`config.mk`:
```
export PLATFORM = sky130hd
export DESIGN_NAME = standard_timer
export DESIGN_NICKNAME = d
export VERILOG_FILES = /design/src/standard_timer_pkg.sv /design/src/standard_timer.sv
export SDC_FILE = /design/constraint.sdc
export NUM_CORES = 1
export LEC_CHECK = 0
export ABC_AREA = 1
export ABC_CLOCK_PERIOD_IN_PS = 6500
export BUFFER_PORTS_ARGS = -buffer_cell sky130_fd_sc_hd__clkbuf_2
export CORE_UTILIZATION = 55
export CTS_BUF_LIST = sky130_fd_sc_hd__clkbuf_16
export DETAILED_ROUTE_END_ITERATION = 6
export PLACE_DENSITY = 0.81
export SKIP_LAST_GASP = 1
export SLEW_MARGIN = 20
export SYNTH_ARGS = -nofsm -noshare
export SYNTH_HDL_FRONTEND = slang
export SYNTH_SLANG_ARGS = --single-unit
```
`constraint.sdc`:
```
create_clock -name ref_clk_i -period 6.5 [get_ports ref_clk_i]
set_clock_uncertainty 0.15 [all_clocks]
set_input_delay 0 -clock ref_clk_i [delete_from_list [all_inputs] [get_ports ref_clk_i]]
set_output_delay 0 -clock ref_clk_i [all_outputs]
set_load 0.02 [all_outputs]
```
`src/standard_timer_pkg.sv`:
```
/*
  Constants shared by the ten-bit compare/PWM/pulse timer: register byte
  offsets, control field positions, mode and pin-function encodings,
  clock-select codes and prescaler divide ratios.
  Assumes a 32-bit APB with each byte-wide register in its own word.
*/
`default_nettype none

package standard_timer_pkg;

  // Register byte offsets, one aligned word each
  localparam logic [7:0] OFS_CTRL0 = 8'h00;
  localparam logic [7:0] OFS_CTRL1 = 8'h04;
  localparam logic [7:0] OFS_CNT_LO = 8'h08;
  localparam logic [7:0] OFS_CNT_HI = 8'h0C;
  localparam logic [7:0] OFS_CMPA_LO = 8'h10;
  localparam logic [7:0] OFS_CMPA_HI = 8'h14;
  localparam logic [7:0] OFS_FLAGS = 8'h18;

  // Control register 0 fields
  localparam int CTRL0_PAUSE = 7;
  localparam int CTRL0_CKSEL_LSB = 4;
  localparam int CTRL0_ENABLE = 3;
  localparam int CTRL0_P_LSB = 0;

  // Control register 1 fields
  localparam int CTRL1_MODE_LSB = 6;
  localparam int CTRL1_PINF_LSB = 4;
  localparam int CTRL1_OUTCTL = 3;
  localparam int CTRL1_INVERT = 2;
  localparam int CTRL1_SWAP = 1;
  localparam int CTRL1_CLRSEL = 0;

  // Flag register fields, write one to clear
  localparam int FLAG_A = 0;
  localparam int FLAG_P = 1;

  // Reset values
  localparam logic [7:0] CTRL_RESET = 8'h00;
  localparam logic [9:0] CMPA_RESET = 10'h000;
  localparam logic [9:0] CNT_RESET = 10'h000;

  // Operating modes
  localparam logic [1:0] MODE_COMPARE = 2'b00;
  localparam logic [1:0] MODE_PWM = 2'b10;
  localparam logic [1:0] MODE_TIMER = 2'b11;

  // Pin function codes
  localparam logic [1:0] PINF_NONE = 2'b00;
  localparam logic [1:0] PINF_LOW = 2'b01;
  localparam logic [1:0] PINF_HIGH = 2'b10;
  localparam logic [1:0] PINF_TOGGLE = 2'b11;
  localparam logic [1:0] PINF_PWM = 2'b10;
  localparam logic [1:0] PINF_PULSE = 2'b11;

  // Clock select codes
  localparam logic [2:0] CK_SYS_DIV4 = 3'b000;
  localparam logic [2:0] CK_SYS = 3'b001;
  localparam logic [2:0] CK_H_DIV16 = 3'b010;
  localparam logic [2:0] CK_H_DIV64 = 3'b011;
  localparam logic [2:0] CK_SUB_A = 3'b100;
  localparam logic [2:0] CK_SUB_B = 3'b101;
  localparam logic [2:0] CK_PIN_RISE = 3'b110;
  localparam logic [2:0] CK_PIN_FALL = 3'b111;

  // Prescaler taps; the sub clock ratio is a plain stand-in value
  localparam int PRESC_W = 8;
  localparam int SUB_DIV = 256;

endpackage : standard_timer_pkg

`default_nettype wire

```
`src/standard_timer.sv`:
```
/*
  Ten-bit count-up timer with comparators A and P, working as compare
  output, timer/counter, edge-aligned PWM or single pulse, behind an APB
  slave with one wait state.
  Assumes all inputs synchronous to ref_clk_i; the high and system clocks
  are both taken as ref_clk_i, the sub clock as a fixed division of it.
*/
// Summary of operation
// - Counter readable as low byte plus two bits
// - Compare A in two writable bytes, reset zero
// - Mode field picks compare, timer or PWM; pulse is PWM with pin code 11
// - Clear-select low: P match clears, both flags
// - Clear-select high: A match clears, A flag only
// - Compare A zero: overflow at max, no flag
// - Compare mode pin changes on A match and enable rise
// - A match drives pin high, low or toggle
// - Enable rising loads pin initial level
// - Timer mode counts like compare, pin idle
// - PWM ignores clear-select; swap picks period
// - Swap low: period P times 128, duty A
// - Swap high: period A, duty P times 128
// - Duty at least period gives full duty
// - PWM raises A and P flags on matches
// - PWM active level, pin function, invert apply
// - PWM counting continues while pin forced
// - Pulse starts on enable rise or pin edge
// - Pulse ends on A match or enable clear
// - Pulse counter zeroed only on enable rise
// - Enable rise zeroes counter, fall holds count
// - P compares counter bits nine to seven
// - Pause freezes counter, release resumes
// - Clock select picks counter tick source
`timescale 1ns/100ps
`default_nettype none

module standard_timer (
  // Clock and reset
  input wire logic ref_clk_i,
  input wire logic rst_n_i,
  // APB slave
  input wire logic [7:0] paddr_i,
  input wire logic psel_i,
  input wire logic penable_i,
  input wire logic pwrite_i,
  input wire logic [31:0] pwdata_i,
  output logic [31:0] prdata_o,
  output logic pready_o,
  output logic pslverr_o,
  // Timer pins
  input wire logic external_clock_pin_i,
  output logic timer_output_pin_o,
  output logic timer_output_oe_o
);

  // Software registers and timer state
  logic [7:0] ctrl0_q;
  logic [7:0] ctrl1_q;
  logic [9:0] cmpa_q;
  logic [9:0] cnt_q;
  logic [9:0] cnt_d;
  logic enable_q;
  logic enable_d;
  logic enable_prev_q;
  logic match_a_flag_q;
  logic match_p_flag_q;
  logic cmp_state_q;
  logic cmp_state_d;
  logic pin_d;
  logic [standard_timer_pkg::PRESC_W-1:0] presc_q;
  logic [7:0] sub_cnt_q;
  logic sub_tick_q;
  logic ext_prev_q;
  logic pready_q;
  logic pslverr_q;
  logic [31:0] prdata_q;

  // Field decode
  wire logic pause_bit = ctrl0_q[standard_timer_pkg::CTRL0_PAUSE];
  wire logic [2:0] clock_select_field = ctrl0_q[standard_timer_pkg::CTRL0_CKSEL_LSB +: 3];
  wire logic [2:0] compare_p_value = ctrl0_q[standard_timer_pkg::CTRL0_P_LSB +: 3];
  wire logic [1:0] mode_sel = ctrl1_q[standard_timer_pkg::CTRL1_MODE_LSB +: 2];
  wire logic [1:0] pin_function = ctrl1_q[standard_timer_pkg::CTRL1_PINF_LSB +: 2];
  wire logic output_control_bit = ctrl1_q[standard_timer_pkg::CTRL1_OUTCTL];
  wire logic output_invert_bit = ctrl1_q[standard_timer_pkg::CTRL1_INVERT];
  wire logic duty_period_swap_bit = ctrl1_q[standard_timer_pkg::CTRL1_SWAP];
  wire logic clear_select_bit = ctrl1_q[standard_timer_pkg::CTRL1_CLRSEL];

  // Mode decode
  wire logic mode_pwm_group = (mode_sel == standard_timer_pkg::MODE_PWM);
  wire logic mode_pulse = mode_pwm_group && (pin_function == standard_timer_pkg::PINF_PULSE);
  wire logic mode_pwm = mode_pwm_group && !mode_pulse;
  wire logic mode_cmp_out = (mode_sel == standard_timer_pkg::MODE_COMPARE);
  wire logic mode_timer = (mode_sel == standard_timer_pkg::MODE_TIMER);
  wire logic mode_cmp_like = mode_cmp_out || mode_timer;

  // APB decode; writes land on the single ready edge
  wire logic apb_access = psel_i && penable_i;
  wire logic apb_done = apb_access && pready_q;
  wire logic apb_wr = apb_done && pwrite_i;
  wire logic addr_ok = (paddr_i == standard_timer_pkg::OFS_CTRL0) ||
                       (paddr_i == standard_timer_pkg::OFS_CTRL1) ||
                       (paddr_i == standard_timer_pkg::OFS_CNT_LO) ||
                       (paddr_i == standard_timer_pkg::OFS_CNT_HI) ||
                       (paddr_i == standard_timer_pkg::OFS_CMPA_LO) ||
                       (paddr_i == standard_timer_pkg::OFS_CMPA_HI) ||
                       (paddr_i == standard_timer_pkg::OFS_FLAGS);
  wire logic wr_ctrl0 = apb_wr && (paddr_i == standard_timer_pkg::OFS_CTRL0);
  wire logic wr_ctrl1 = apb_wr && (paddr_i == standard_timer_pkg::OFS_CTRL1);
  wire logic wr_cmpa_lo = apb_wr && (paddr_i == standard_timer_pkg::OFS_CMPA_LO);
  wire logic wr_cmpa_hi = apb_wr && (paddr_i == standard_timer_pkg::OFS_CMPA_HI);
  wire logic wr_flags = apb_wr && (paddr_i == standard_timer_pkg::OFS_FLAGS);

  // Read mux; unused upper bits of every register read zero
  logic [31:0] rd_mux;
  always_comb begin
    rd_mux = 32'h0000_0000;
    case (paddr_i)
      standard_timer_pkg::OFS_CTRL0: rd_mux = {24'h00_0000, ctrl0_q[7:4], enable_q, ctrl0_q[2:0]};
      standard_timer_pkg::OFS_CTRL1: rd_mux = {24'h00_0000, ctrl1_q};
      standard_timer_pkg::OFS_CNT_LO: rd_mux = {24'h00_0000, cnt_q[7:0]};
      standard_timer_pkg::OFS_CNT_HI: rd_mux = {30'h0000_0000, cnt_q[9:8]};
      standard_timer_pkg::OFS_CMPA_LO: rd_mux = {24'h00_0000, cmpa_q[7:0]};
      standard_timer_pkg::OFS_CMPA_HI: rd_mux = {30'h0000_0000, cmpa_q[9:8]};
      standard_timer_pkg::OFS_FLAGS: rd_mux = {30'h0000_0000, match_p_flag_q, match_a_flag_q};
      default: rd_mux = 32'h0000_0000;
    endcase
  end

  // APB answer: one wait state, error on unmapped address
  always_ff @(posedge ref_clk_i or negedge rst_n_i) begin
    if (!rst_n_i) begin
      pready_q <= 1'b0;
      pslverr_q <= 1'b0;
      prdata_q <= 32'h0000_0000;
    end else begin
      pready_q <= apb_access && !pready_q;
      pslverr_q <= apb_access && !pready_q && !addr_ok;
      prdata_q <= (apb_access && !pready_q && !pwrite_i) ? rd_mux : 32'h0000_0000;
    end
  end

  // Free-running prescaler; every slower rate is a one-cycle enable
  always_ff @(posedge ref_clk_i or negedge rst_n_i) begin
    if (!rst_n_i) begin
      presc_q <= '0;
      sub_cnt_q <= 8'h00;
      sub_tick_q <= 1'b0;
      ext_prev_q <= 1'b0;
    end else begin
      presc_q <= presc_q + 1'b1;
      sub_cnt_q <= sub_cnt_q + 8'h01;
      sub_tick_q <= (sub_cnt_q == 8'(standard_timer_pkg::SUB_DIV - 1));
      ext_prev_q <= external_clock_pin_i;
    end
  end

  // Tick source selection
  wire logic ext_rise = external_clock_pin_i && !ext_prev_q;
  wire logic ext_fall = !external_clock_pin_i && ext_prev_q;
  logic src_tick;
  always_comb begin
    case (clock_select_field)
      standard_timer_pkg::CK_SYS_DIV4: src_tick = (presc_q[1:0] == 2'b11);
      standard_timer_pkg::CK_SYS: src_tick = 1'b1;
      standard_timer_pkg::CK_H_DIV16: src_tick = (presc_q[3:0] == 4'hF);
      standard_timer_pkg::CK_H_DIV64: src_tick = (presc_q[5:0] == 6'h3F);
      standard_timer_pkg::CK_SUB_A: src_tick = sub_tick_q;
      standard_timer_pkg::CK_SUB_B: src_tick = sub_tick_q;
      standard_timer_pkg::CK_PIN_RISE: src_tick = ext_rise;
      standard_timer_pkg::CK_PIN_FALL: src_tick = ext_fall;
      default: src_tick = 1'b0;
    endcase
  end

  // Pulse trigger edge follows the chosen pin polarity, rising otherwise
  wire logic pin_trigger = (clock_select_field == standard_timer_pkg::CK_PIN_FALL) ?
                           ext_fall : ext_rise;

  // Live tick: enabled, not paused, not on the restart cycle
  wire logic enable_rise = enable_q && !enable_prev_q;
  wire logic tick = src_tick && enable_q && !enable_rise && !pause_bit;

  // Comparators: A over all bits, P over bits nine to seven
  wire logic [9:0] p_last = {compare_p_value, 7'h00} - 10'h001; // 3FF when P is zero
  wire logic p_hit = (cnt_q == p_last);
  wire logic a_hit = (cmpa_q != 10'h000) && (cnt_q == cmpa_q - 10'h001);
  wire logic [10:0] p_span = {1'b0, p_last} + 11'h001; // P*128, or 1024 for zero

  // Clear choice per mode
  wire logic clear_hit = mode_pwm ? (duty_period_swap_bit ? a_hit : p_hit) :
                         clear_select_bit ? a_hit : p_hit;
  wire logic set_a = tick && a_hit;
  wire logic set_p = tick && p_hit && !mode_pulse &&
                     !(mode_cmp_like && clear_select_bit);

  // Duty and active phase for PWM and pulse
  // Pulse width always comes from A; swap only matters in PWM
  wire logic [10:0] duty_val = (duty_period_swap_bit && !mode_pulse) ? p_span : {1'b0, cmpa_q};
  wire logic pwm_active = ({1'b0, cnt_q} < duty_val); // full duty when duty >= period

  // Counter next value
  always_comb begin
    cnt_d = cnt_q;
    if (enable_rise) begin
      cnt_d = standard_timer_pkg::CNT_RESET;
    end else if (tick) begin
      if (mode_pulse) begin
        cnt_d = a_hit ? cnt_q : cnt_q + 10'h001; // stop at A match
      end else if (clear_hit) begin
        cnt_d = standard_timer_pkg::CNT_RESET;
      end else begin
        cnt_d = cnt_q + 10'h001; // wraps at 3FF
      end
    end
  end

  // Enable bit: software, pin trigger, hardware clear on pulse end
  always_comb begin
    enable_d = enable_q;
    if (wr_ctrl0) begin
      enable_d = pwdata_i[standard_timer_pkg::CTRL0_ENABLE];
    end
    if (mode_pulse && pin_trigger) begin
      enable_d = 1'b1;
    end
    if (mode_pulse && tick && a_hit) begin
      enable_d = 1'b0;
    end
  end

  // Compare output state
  always_comb begin
    cmp_state_d = cmp_state_q;
    if (enable_rise) begin
      cmp_state_d = output_control_bit;
    end else if (mode_cmp_out && set_a) begin
      case (pin_function)
        standard_timer_pkg::PINF_LOW: cmp_state_d = 1'b0;
        standard_timer_pkg::PINF_HIGH: cmp_state_d = 1'b1;
        standard_timer_pkg::PINF_TOGGLE: cmp_state_d = !cmp_state_q;
        default: cmp_state_d = cmp_state_q; // no change on code zero
      endcase
    end
  end

  // Pin level per mode; timer mode just holds the pin
  logic raw_level;
  always_comb begin
    raw_level = 1'b0;
    if (mode_pulse) begin
      raw_level = enable_q && !enable_rise && pwm_active; // stale count on restart
    end else if (mode_pwm) begin
      case (pin_function)
        standard_timer_pkg::PINF_PWM: raw_level = pwm_active;
        standard_timer_pkg::PINF_LOW: raw_level = 1'b1; // forced active
        default: raw_level = 1'b0; // forced inactive
      endcase
    end
  end
  wire logic wave_level = output_control_bit ? raw_level : !raw_level;
  always_comb begin
    if (mode_cmp_out) begin
      pin_d = cmp_state_d ^ output_invert_bit;
    end else if (mode_pwm_group) begin
      pin_d = wave_level ^ output_invert_bit;
    end else begin
      pin_d = timer_output_pin_o;
    end
  end

  // Software registers
  always_ff @(posedge ref_clk_i or negedge rst_n_i) begin
    if (!rst_n_i) begin
      ctrl0_q <= standard_timer_pkg::CTRL_RESET;
      ctrl1_q <= standard_timer_pkg::CTRL_RESET;
      cmpa_q <= standard_timer_pkg::CMPA_RESET;
    end else begin
      if (wr_ctrl0) ctrl0_q <= pwdata_i[7:0];
      if (wr_ctrl1) ctrl1_q <= pwdata_i[7:0];
      if (wr_cmpa_lo) cmpa_q[7:0] <= pwdata_i[7:0];
      if (wr_cmpa_hi) cmpa_q[9:8] <= pwdata_i[1:0];
    end
  end

  // Flags: set wins over a same-cycle write-one clear
  always_ff @(posedge ref_clk_i or negedge rst_n_i) begin
    if (!rst_n_i) begin
      match_a_flag_q <= 1'b0;
      match_p_flag_q <= 1'b0;
    end else begin
      match_a_flag_q <= set_a ||
        (match_a_flag_q && !(wr_flags && pwdata_i[standard_timer_pkg::FLAG_A]));
      match_p_flag_q <= set_p ||
        (match_p_flag_q && !(wr_flags && pwdata_i[standard_timer_pkg::FLAG_P]));
    end
  end

  // Timer core state and pin flops
  always_ff @(posedge ref_clk_i or negedge rst_n_i) begin
    if (!rst_n_i) begin
      cnt_q <= standard_timer_pkg::CNT_RESET;
      enable_q <= 1'b0;
      enable_prev_q <= 1'b0;
      cmp_state_q <= 1'b0;
      timer_output_pin_o <= 1'b0;
      timer_output_oe_o <= 1'b0;
    end else begin
      cnt_q <= cnt_d;
      enable_q <= enable_d;
      enable_prev_q <= enable_q;
      cmp_state_q <= cmp_state_d;
      timer_output_pin_o <= pin_d;
      timer_output_oe_o <= !mode_timer; // pin freed for other uses
    end
  end

  // Bus outputs straight from flops
  assign prdata_o = prdata_q;
  assign pready_o = pready_q;
  assign pslverr_o = pslverr_q;

endmodule // standard_timer

`default_nettype wire

```
==> results of run 1 <==
-- worst paths after layout --
path	start	slack (ps)	to
min in group asynchronous	rst_n_i	250	sub_cnt_q[4]
max reg2reg	ctrl1_q[6]	3260	timer_output_pin_o
max in group asynchronous	rst_n_i	5400	ctrl0_q[1]
max	ctrl1_q[6]	3260	timer_output_pin_o
min	pwrite_i	30	match_a_flag_q
min reg2reg	presc_q[0]	300	presc_q[0]
-- metrics by stage --
stage | util | power (uW) | setup slack, ps
2_1_floorplan | - | 474 | 3880
5_1_grt | 0.642 | 1010 | 2970
3_3_place_gp | 0.586 | 482 | 3530
6_report | 0.642 | 990 | 3260
4_1_cts | 0.642 | 990 | 3290
3_5_place_dp | 0.586 | 483 | 3390
-- where the power goes --
| part | leakage (uW) | total, uW | switching, uW | internal, uW |
|---|---|---|---|---|
| sequential | 0.000902 | 429 | 2.49 | 426 |
| combinational | 0.00133 | 53.6 | 37.4 | 16.2 |
| clock | 0.000146 | 508 | 178 | 330 |
| total | 0.00238 | 990 | 218 | 772 |
-- cell usage after synthesis, drive strengths merged (6+ instances only) --
cell | n | area (sq um)
o22ai | 15 | 138
inv | 89 | 334
nand2 | 113 | 454
clkbuf | 6 | 23.8
nand4 | 8 | 56.3
nor3 | 12 | 65.1
o21ai | 49 | 245
xor2 | 19 | 166
dfrtp | 68 | 1700
xnor2 | 8 | 70.1
nor2 | 43 | 221
nand3 | 28 | 140
ha | 21 | 263
a21oi | 19 | 95.1
buf | 26 | 196
-- sequential cells by signal (all words and copies together), names as in the netlist, 6 cells and up --
name / cells
cmpa_q: 10
prdata_o: 8
ctrl1_q: 8
cnt_q: 10
ctrl0_q: 7
sub_cnt_q: 8
presc_q: 6
-- routing by layer --
layer / track usage / share of wire / vias up
li1: - / - / 1808
met1: 0.335 / 0.43 / 1838
met2: 0.468 / 0.50 / 145
met3: 0.0572 / 0.054 / 20
met4: 0.102 / 0.017 / 0
met5: 0 / 0 / -
-- cell families after synthesis --
logic type / count (synthesis)
other cells: 1
fa+ha+maj: 21
flops: 68
xor+xnor: 27
compound gates: 95
simple gates: 211
buf+inv: 121
-- final cells by class --
class                      count  area share
tap                          102      0.0258
inverter                      89      0.0677
clock inverter                 6      0.0162
timing repair buffer          47      0.0613
multi-input combinational    378       0.439
sequential                    68       0.345
clock buffer                   9      0.0456
-- critical path: cells and delay by family (launching register included) --
kind	cells	cell delay (ps)
buf+inv	2	220
fa+ha+maj	2	500
flops	1	410
simple gates	9	1070
compound gates	4	780
==> results by group, run 1 <==
Global routing
  – Total gr overflow: 0
  – First-pass GRT wire length: between 15000 and 20000 um
  – Initial antenna violation count: 0
  – GRT Total Usage: 0.272
  – Largest net degree at the start of global routing: 69
  – Vias in the first global route: roughly 3800

Worst setup path
  – CP Class: reg -> reg
  – Crit path launch type: register
  – Worst r2r path cells: 17
  – WP data arrival: roughly 3300 ps
  – Crit path cell chain: inv_1 -> ha_1 -> nand2_1 -> nand2_1 -> inv_1 -> o21ai_0 -> o21ai_0 -> ha_1 -> nand4_1 -> o21ai_0 -> o21ai_0 -> nand2_1 -> nand3b_1 -> nand2_1 -> nand2_1 -> nand3_1 -> nand2_1
  – Slowest cell on crit path: dfrtp_1
  – CP dominant cell by count: nand2_1
  – Required @ worst endpoint: 6570 ps
  – CP peak stage delay: between 400 and 500 ps
  – Crit path capture type: register
  – Crit-path max FO: 12

Die
  – FP Rows: 32
  – Num ports: ~80
  – Die width: between 90 and 100 um
  – Die extent in y: around 91 um
  – Starting Density: 0.564
  – Core Area: 7690 sq um
  – DIE AREA: between 8000 and 9000 sq um

Drt
  – WL/cell: roughly 15 um
  – Drt first pass iters: 5
  – Post-route ant nets: 0
  – Residual DRC: 0
  – Vias per cell: about 5.5
  – Initial DRC Count: approximately 330
  – Via count: 3811
  – DRT Wirelength: 10600 um

Final layout
  – Nets: between 600 and 700
  – Commonest non-fill, non-tap cell in the layout: nand2_1
  – Antenna cells: 0
  – Most frequent cells in the layout: nand2_1, inv_1, dfrtp_1
  – Multi-input combinational cell area: 2170 sq um
  – Final instance area: 4940 sq um
  – Layout cell share with drive strength beyond 1: 0.139
  – Fin cells: between 600 and 700
  – Storage cell area: about 1700 sq um
  – Area Growth Syn to Fin: 13.9%
  – Fillers: 667

Synthesis
  – Xor/xnor share of the synthesized area: 0.0545
  – Register area share after synthesis: 0.392
  – Post-synthesis compound-gate area fraction: 0.137
  – Post-synthesis simple-gate area fraction: 0.227
  – Synthesized instance count: ~540
  – YS warnings: 0
  – Post-synthesis adder-cell area fraction: 0.0606
  – Cell variety after synth: 40
  – Synth Area per Inst: 7.97 sq um
  – Number of synthesized flops with an enable pin: 0
  – Multiplexer share of the synthesized area: 0
  – Combinational family with the most area after synthesis: simple AND/OR/NAND/NOR gates
  – FFs w/ async S/R, synth: 1.00
  – Synth Flop Type: dfrtp_1
  – Synthesized cell area: ~4300 sq um
  – Yosys reg bits: between 60 and 70

Clock network
  – Clock Latency Late Sink: 330 ps
  – Maximum clock path buffer count: 2
  – Post_cts resized: 0
  – Clk slew on worst S/H paths: approximately 60 ps
  – CTS hold repair buffers: 13
  – CTS tree: built
  – Clock buffer count from CTS: 9
  – Root Buffer: clkbuf_16
  – Buffer count from post-CTS setup fixing: 0
  – H-tree levels: 3
  – Sink Count: 68

STA
  – Max-slew headroom: 0.436
  – Period minus WS final: 3240 ps
  – Fin crit share: 0.499
  – Worst slew pin tran: about 850 ps
  – Endpoints failing hold: 0
  – Unrepaired setup endpoints after global routing: no
  – # setup viols final: 0
  – Slew Limit Fails: 0
  – Fmax: 0.308 GHz
  – TNS Setup: 0 ps
  – Hold slack: 31.3 ps

Placed design
  – Routability cong.: 0.907
  – Area post-placement: about 4500 sq um
  – IO buf count: 33
  – DP Cell Count: roughly 670
  – Hpwl dp: between 7000 and 8000 um

Worst hold path
  – Hold path cells: 6
  – Worst hold path type: in -> reg

Flow run
  – # Max-Cap Violations: 0

Pwr
  – IR drop worst, VDD: ~150 uV
  – Power per cell area: between 200 and 250 nW/um^2
  – Pleak: between 0.002 and 0.0025 uW

Outcome
  – Outcome: completed
Note: power is estimated with default switching activity, not from simulation.
==> run 2: changes to the inputs <==
--- a/config.mk
+++ b/config.mk
@@ -6,7 +6,7 @@
 export NUM_CORES = 1
 export LEC_CHECK = 0
 export ABC_AREA = 1
-export ABC_CLOCK_PERIOD_IN_PS = 6500
+export ABC_CLOCK_PERIOD_IN_PS = 3200
 export BUFFER_PORTS_ARGS = -buffer_cell sky130_fd_sc_hd__clkbuf_2
 export CORE_UTILIZATION = 55
 export CTS_BUF_LIST = sky130_fd_sc_hd__clkbuf_16
==> constraint.sdc (replaced) <==
create_clock -name ref_clk_i -period 3.2 [get_ports ref_clk_i]
set_clock_uncertainty 0.15 [all_clocks]
set_input_delay 0 -clock ref_clk_i [delete_from_list [all_inputs] [get_ports ref_clk_i]]
set_output_delay 0 -clock ref_clk_i [all_outputs]
set_load 0.02 [all_outputs]
==> run 2 against run 1 <==
  * Global-route usage increased by 0.38 points
  * Largest power group unchanged
  * Highest routed layer unchanged
  * Clock-buffer cell count is the same
  * Cell count grew 0.29%
  * Critical path depth unchanged
  * The flow now finishes with violations (DRC)
  * Design area grew 0.13%
  * Routed wire length up 1.2%
  * First-iteration DRC count is 3.6% lower
==> results by group, run 2 (synthesized netlist as in run 1, its figures left out) <==
Global routing
  – Initial antenna violation count: 0
  – Grt met2 use: 0.467
  – GR peak layer: met2
  – M1 GR Usage: 0.336
  – GRT Total Usage: 0.276
  – First-pass GRT wire length: approximately 18000 um
  – Largest net degree at the start of global routing: between 40 and 50
  – Vias in the first global route: approximately 3700
  – M3 GR Usage: 0.0412
  – Total gr overflow: 0

Worst setup path
  – WP data arrival: 3040 ps
  – Crit path capture type: register
  – Required @ worst endpoint: 3280 ps
  – Crit path launch type: register
  – Crit-path max FO: 12
  – CP Class: reg -> reg

STA
  – Slew Limit Fails: 0
  – # setup viols final: 0
  – TNS Setup: 0 ps
  – Fin crit share: 0.925
  – Endpoints failing hold: 0
  – Fmax: 0.338 GHz
  – Max-slew headroom: 0.606
  – Worst slew pin tran: between 500 and 600 ps
  – Unrepaired setup endpoints after global routing: no
  – Final worst slack: approximately 240 ps
  – Period minus WS final: 2960 ps

Final layout
  – Top Registers: cmpa_q (10), cnt_q (10)
  – Fin cells: approximately 700
  – Most frequent cells in the layout: nand2_1, inv_1, dfrtp_1
  – Antenna cells: 0
  – Nets: 661
  – Layout cell share with drive strength beyond 1: 0.142
  – Commonest non-fill, non-tap cell in the layout: nand2_1
  – Fillers: around 650
  – Area Growth Syn to Fin: 14.0%
  – Core Util, Final: 0.643

Pwr
  – IR drop worst, VDD: 294 uV
  – Power per cell area: 401 nW/um^2
  – Power Total: 1980 uW
  – Pleak: 0.00239 uW

Clock network
  – Root Buffer: clkbuf_16
  – Clk slew on worst S/H paths: ~60 ps
  – CTS tree: built
  – Clock buffer count from CTS: 9
  – Sink Count: 68
  – H-tree levels: 3
  – Clock Latency Late Sink: roughly 340 ps
  – Maximum clock path buffer count: 2
  – Post_cts resized: 0

Die
  – Core Area: approximately 7700 sq um
  – Starting Density: 0.564
  – Die width: approximately 90 um
  – Die extent in y: between 90 and 100 um
  – FP Rows: 32
  – DIE AREA: 8240 sq um
  – Num ports: 82

Placed design
  – IO buf count: 33
  – DP Cell Count: roughly 670
  – Routability cong.: 0.991
  – Pre-CTS setup slack: 336 ps
  – Hpwl dp: approximately 7700 um

Outcome
  – Outcome: finished with violations
  – Violated checks: DRC

Drt
  – WL/cell: 15.2 um
  – DRT Wirelength: 10700 um
  – Vias per cell: around 5.4
  – Via count: approximately 3800
  – Post-route ant nets: 0
  – Residual DRC: 2
  – Initial DRC Count: 322
  – Drt first pass iters: 7

Flow run
  – # Max-Cap Violations: 0

Worst hold path
  – Worst hold path type: in -> async
==> run 2: cell count changes in the layout (fill, tap and decap cells not counted) <==
cell	previous run	this run
bufinv_16	2	1
clkinv_1	2	0
clkinv_2	1	0
clkinv_4	0	2
dlygate4sd3_1	13	14
inv_1	84	85
inv_6	0	2
==> run 2: worst paths after layout <==
check / end / slack [ps] / startpoint / depth (start not counted)
setup / recovery: timer_output_pin_o / 240 / ctrl1_q[6] / 17
hold / removal: sub_cnt_q[5] / 50 / rst_n_i / 2
setup reg to reg: timer_output_pin_o / 240 / ctrl1_q[6] / 17
hold reg to reg: presc_q[0] / 300 / presc_q[0] / 1
max in group asynchronous: ctrl1_q[0] / 1880 / rst_n_i / 3
min in group ref_clk_i: cmpa_q[8] / 60 / psel_i / 5
==> run 2: report_power, final <==
part	total, uW	switching [uW]	leakage, uW	internal, uW
Combinational	110	76.7	0.00134	33.7
Clock	1000	395	0.000148	608
Sequential	870	4.63	0.000902	866
==> run 2: final cells by class <==
cell class / count / area, sq um / share of cell area
Clock inverter: 7 / 76.3 / 0.0154
Multi-Input combinational cell: 378 / 2170 / 0.438
Timing Repair Buffer: 48 / 313 / 0.0633
Inverter: 89 / 334 / 0.0676
Sequential cell: 68 / 1700 / 0.344
Clock buffer: 9 / 225 / 0.0456
Tap cell: 102 / 128 / 0.0258
==> run 2: routing by layer <==
layer,vias to the layer above,part of all wire
met2,141,0.48
met5,-,0
met4,0,0.040
met3,42,0.060
li1,1819,-
met1,1786,0.42
==> run 2: repair_timing <==
item	in CTS	in global routing
endpoints found under the hold margin	56	0
hold buffers	14	0
buffers inserted	0	0
==> run 2: stage by stage <==
step / cell area (sq um) / hold slack [ps]
finish: 4940 / 48.4
global route: 4940 / 104
floorplan: 4420 / -446
global placement: 4500 / -128
detailed placement: 4500 / -116
CTS: 4940 / 10.2
==> run 2: critical path, cell delays in order, from the launching register on <==
cell	delay, ps
dfrtp_1	410
inv_1	100
ha_1	200
nand2_1	140
nand2_1	330
nand2_1	100
ha_1	330
nand2_1	60
o21ai_0	180
nor2_1	90
o21ai_0	220
o21ai_0	130
nand2_1	80
nand3b_1	100
nand2_1	80
nand2_1	50
nand3_1	60
nand2_1	40
==> run 3: changes to the inputs <==
--- a/config.mk
+++ b/config.mk
@@ -7,13 +7,13 @@
 export LEC_CHECK = 0
 export ABC_AREA = 1
 export ABC_CLOCK_PERIOD_IN_PS = 3200
-export BUFFER_PORTS_ARGS = -buffer_cell sky130_fd_sc_hd__clkbuf_2
+export BUFFER_PORTS_ARGS = -buffer_cell sky130_fd_sc_hd__buf_4
 export CORE_UTILIZATION = 55
 export CTS_BUF_LIST = sky130_fd_sc_hd__clkbuf_16
 export DETAILED_ROUTE_END_ITERATION = 6
 export PLACE_DENSITY = 0.81
+export REMOVE_ABC_BUFFERS = 1
 export SKIP_LAST_GASP = 1
-export SLEW_MARGIN = 20
 export SYNTH_ARGS = -nofsm -noshare
 export SYNTH_HDL_FRONTEND = slang
 export SYNTH_SLANG_ARGS = --single-unit
==> run 3 against run 2 <==
  * Sequential cell count unchanged
  * Total power increased by 2.5%
  * Sequential power about the same
  * Combinational power increased by 6%
  * Largest cell class unchanged
  * Via count decreased by 0.55%
  * Clock-buffer cell count unchanged
  * Global-route usage decreased by 0.63 points
  * The run now ends clean
  * Utilization increased by 1.6 points
  * Sequential share of layout area decreased by 0.82 points
  * Hold slack got worse by 2.0 ps
  * Setup slack improved by 140 ps
  * Maximum frequency increased by 4.9%
==> results by group, run 3 (synthesized netlist as in run 1, its figures left out) <==
Global routing
  – First-pass GRT wire length: ~17000 um
  – Vias in the first global route: ~3800
  – Total gr overflow: 0
  – Largest net degree at the start of global routing: roughly 70
  – Initial antenna violation count: 0
  – GRT Total Usage: 0.270

Worst setup path
  – Required @ worst endpoint: between 3000 and 4000 ps
  – FF-to-FF End: timer_output_pin_o
  – Crit path capture type: register
  – Crit-path max FO: 12
  – Worst r2r path cells: 18
  – R2r setup slk: 380 ps
  – CP Class: reg -> reg
  – R2R Path Start: ctrl1_q[6]
  – Crit path launch type: register
  – WP data arrival: 2890 ps

Worst hold path
  – Hold_sp: paddr_i[2]
  – WHS Endpoint: match_p_flag_q
  – Worst hold path type: in -> reg
  – Hold path cells: 7

Placed design
  – Hpwl dp: 7760 um
  – Routability cong.: approximately 0.92
  – IO buf count: 33

Drt
  – DRT Wirelength: about 10000 um
  – Residual DRC: 0
  – Post-route ant nets: 0
  – Vias per cell: about 5.4
  – WL/cell: approximately 15 um
  – Initial DRC Count: roughly 260
  – Via count: around 3800
  – Drt first pass iters: 5

Die
  – Core Area: 7690 sq um
  – FP Rows: 32
  – Num ports: slightly above 80
  – Die extent in y: ~90 um
  – Die width: ~91 um
  – Starting Density: 0.564
  – DIE AREA: ~8000 sq um

Flow run
  – # Max-Cap Violations: 0

STA
  – Unrepaired setup endpoints after global routing: no
  – Endpoints failing hold: 0
  – Worst slew pin tran: about 830 ps
  – Fin crit share: 0.882
  – Period minus WS final: approximately 2800 ps
  – TNS Setup: 0 ps
  – Fmax: about 0.35 GHz
  – Slew Limit Fails: 0
  – Max-slew headroom: 0.447
  – # setup viols final: 0

Final layout
  – Core Util, Final: 0.659
  – Fillers: 660
  – Storage cell area: about 1700 sq um
  – Commonest non-fill, non-tap cell in the layout: nand2_1
  – Nets: between 600 and 700
  – Area Growth Syn to Fin: 16.8%
  – Multi-input combinational cell area: roughly 2200 sq um
  – Antenna cells: 0
  – Layout cell share with drive strength beyond 1: 0.146
  – Top Registers: cmpa_q (10), cnt_q (10)
  – Most frequent cells in the layout: nand2_1, inv_1, dfrtp_1

Clock network
  – Clk slew on worst S/H paths: approximately 60 ps
  – Root Buffer: clkbuf_16
  – CTS tree: built
  – Maximum clock path buffer count: 2
  – Buffer count from post-CTS setup fixing: 0
  – H-tree levels: 3
  – Clock Latency Late Sink: around 330 ps
  – Clock buffer count from CTS: 9
  – Sink Count: a little under 70

Pwr
  – Power Total: 2030 uW
  – Int Pwr: around 1600 uW
  – Power per cell area: about 400 nW/um^2
  – Sequential Power Share: 0.428
  – Logic pwr share: 0.058
  – Switching portion of total power: 0.220
  – NetSw: 446 uW
  – IR drop worst, VDD: between 300 and 400 uV
  – Clock power share: 0.514
  – Pleak: ~0.0024 uW

Outcome
  – Outcome: completed
[run 3: metrics by stage]
stage,setup slack (ps),cells,hold WS [ps],area (sq um)
after floorplan,677,535,-446,4200
after global placement,281,673,-31.0,4600
after detailed placement,192,673,-30.0,4600
after CTS,149,703,27.4,5060
after global routing,77.8,703,81.5,5060
final,377,703,46.3,5060
[run 3: repair_timing]
action                                  in CTS  in global routing
endpoints found under the setup margin       0                  1
gates resized for setup                      0                  3
hold endpoints to repair                    99                  0
hold buffers                                14                  0
[run 3: layout make-up]
type,count,area share
Sequential cell,68,0.336
Clock buffer,9,0.0445
Timing Repair Buffer,50,0.0810
Clock inverter,7,0.0180
Tap cell,102,0.0252
Multi-Input combinational cell,378,0.429
Inverter,89,0.0660
[run 3: worst max-delay path: stages, from the launching register on]
cell and delay (ps):
dfrtp_1 410, inv_1 100, ha_1 200, nand2_1 170, nand2_4 180, inv_1 90
o21ai_0 100, o21ai_0 120, ha_1 310, a21oi_1 70, o21a_1 170, o21ai_1 130
o21ai_0 120, nand2_1 70, nand3b_1 90, nand2_1 80, nand2_1 40, nand3_1 60
nand2_1 50
[run 3: worst max path at each step]
stage / from / to / slack [ps] / depth (start not counted)
floorplan: ctrl1_q[6] / timer_output_pin_o / 680 / 17
finish: ctrl1_q[6] / timer_output_pin_o / 380 / 18
global placement: ctrl1_q[6] / timer_output_pin_o / 280 / 17
detailed placement: ctrl1_q[6] / timer_output_pin_o / 190 / 17
global route: ctrl1_q[6] / timer_output_pin_o / 80 / 18
CTS: ctrl1_q[6] / timer_output_pin_o / 150 / 17
[run 3: power groups by stage]
| stage | sequential [uW] | combinational [uW] | clock [uW] |
|---|---|---|---|
| after detailed placement | 886 | 103 | 0 |
| final | 871 | 117 | 1050 |
| after global routing | 871 | 130 | 1100 |
| after floorplan | 888 | 51.4 | 0 |
| after CTS | 871 | 117 | 1060 |
| after global placement | 885 | 101 | 0 |
[run 3: routing by layer]
| metal | GRT usage | wire length (um) |
|---|---|---|
| met1 | 0.334 | 4390 |
| met2 | 0.469 | 5230 |
| met3 | 0.0480 | 636 |
| met4 | 0.0992 | 228 |
| met5 | 0 | 0 |
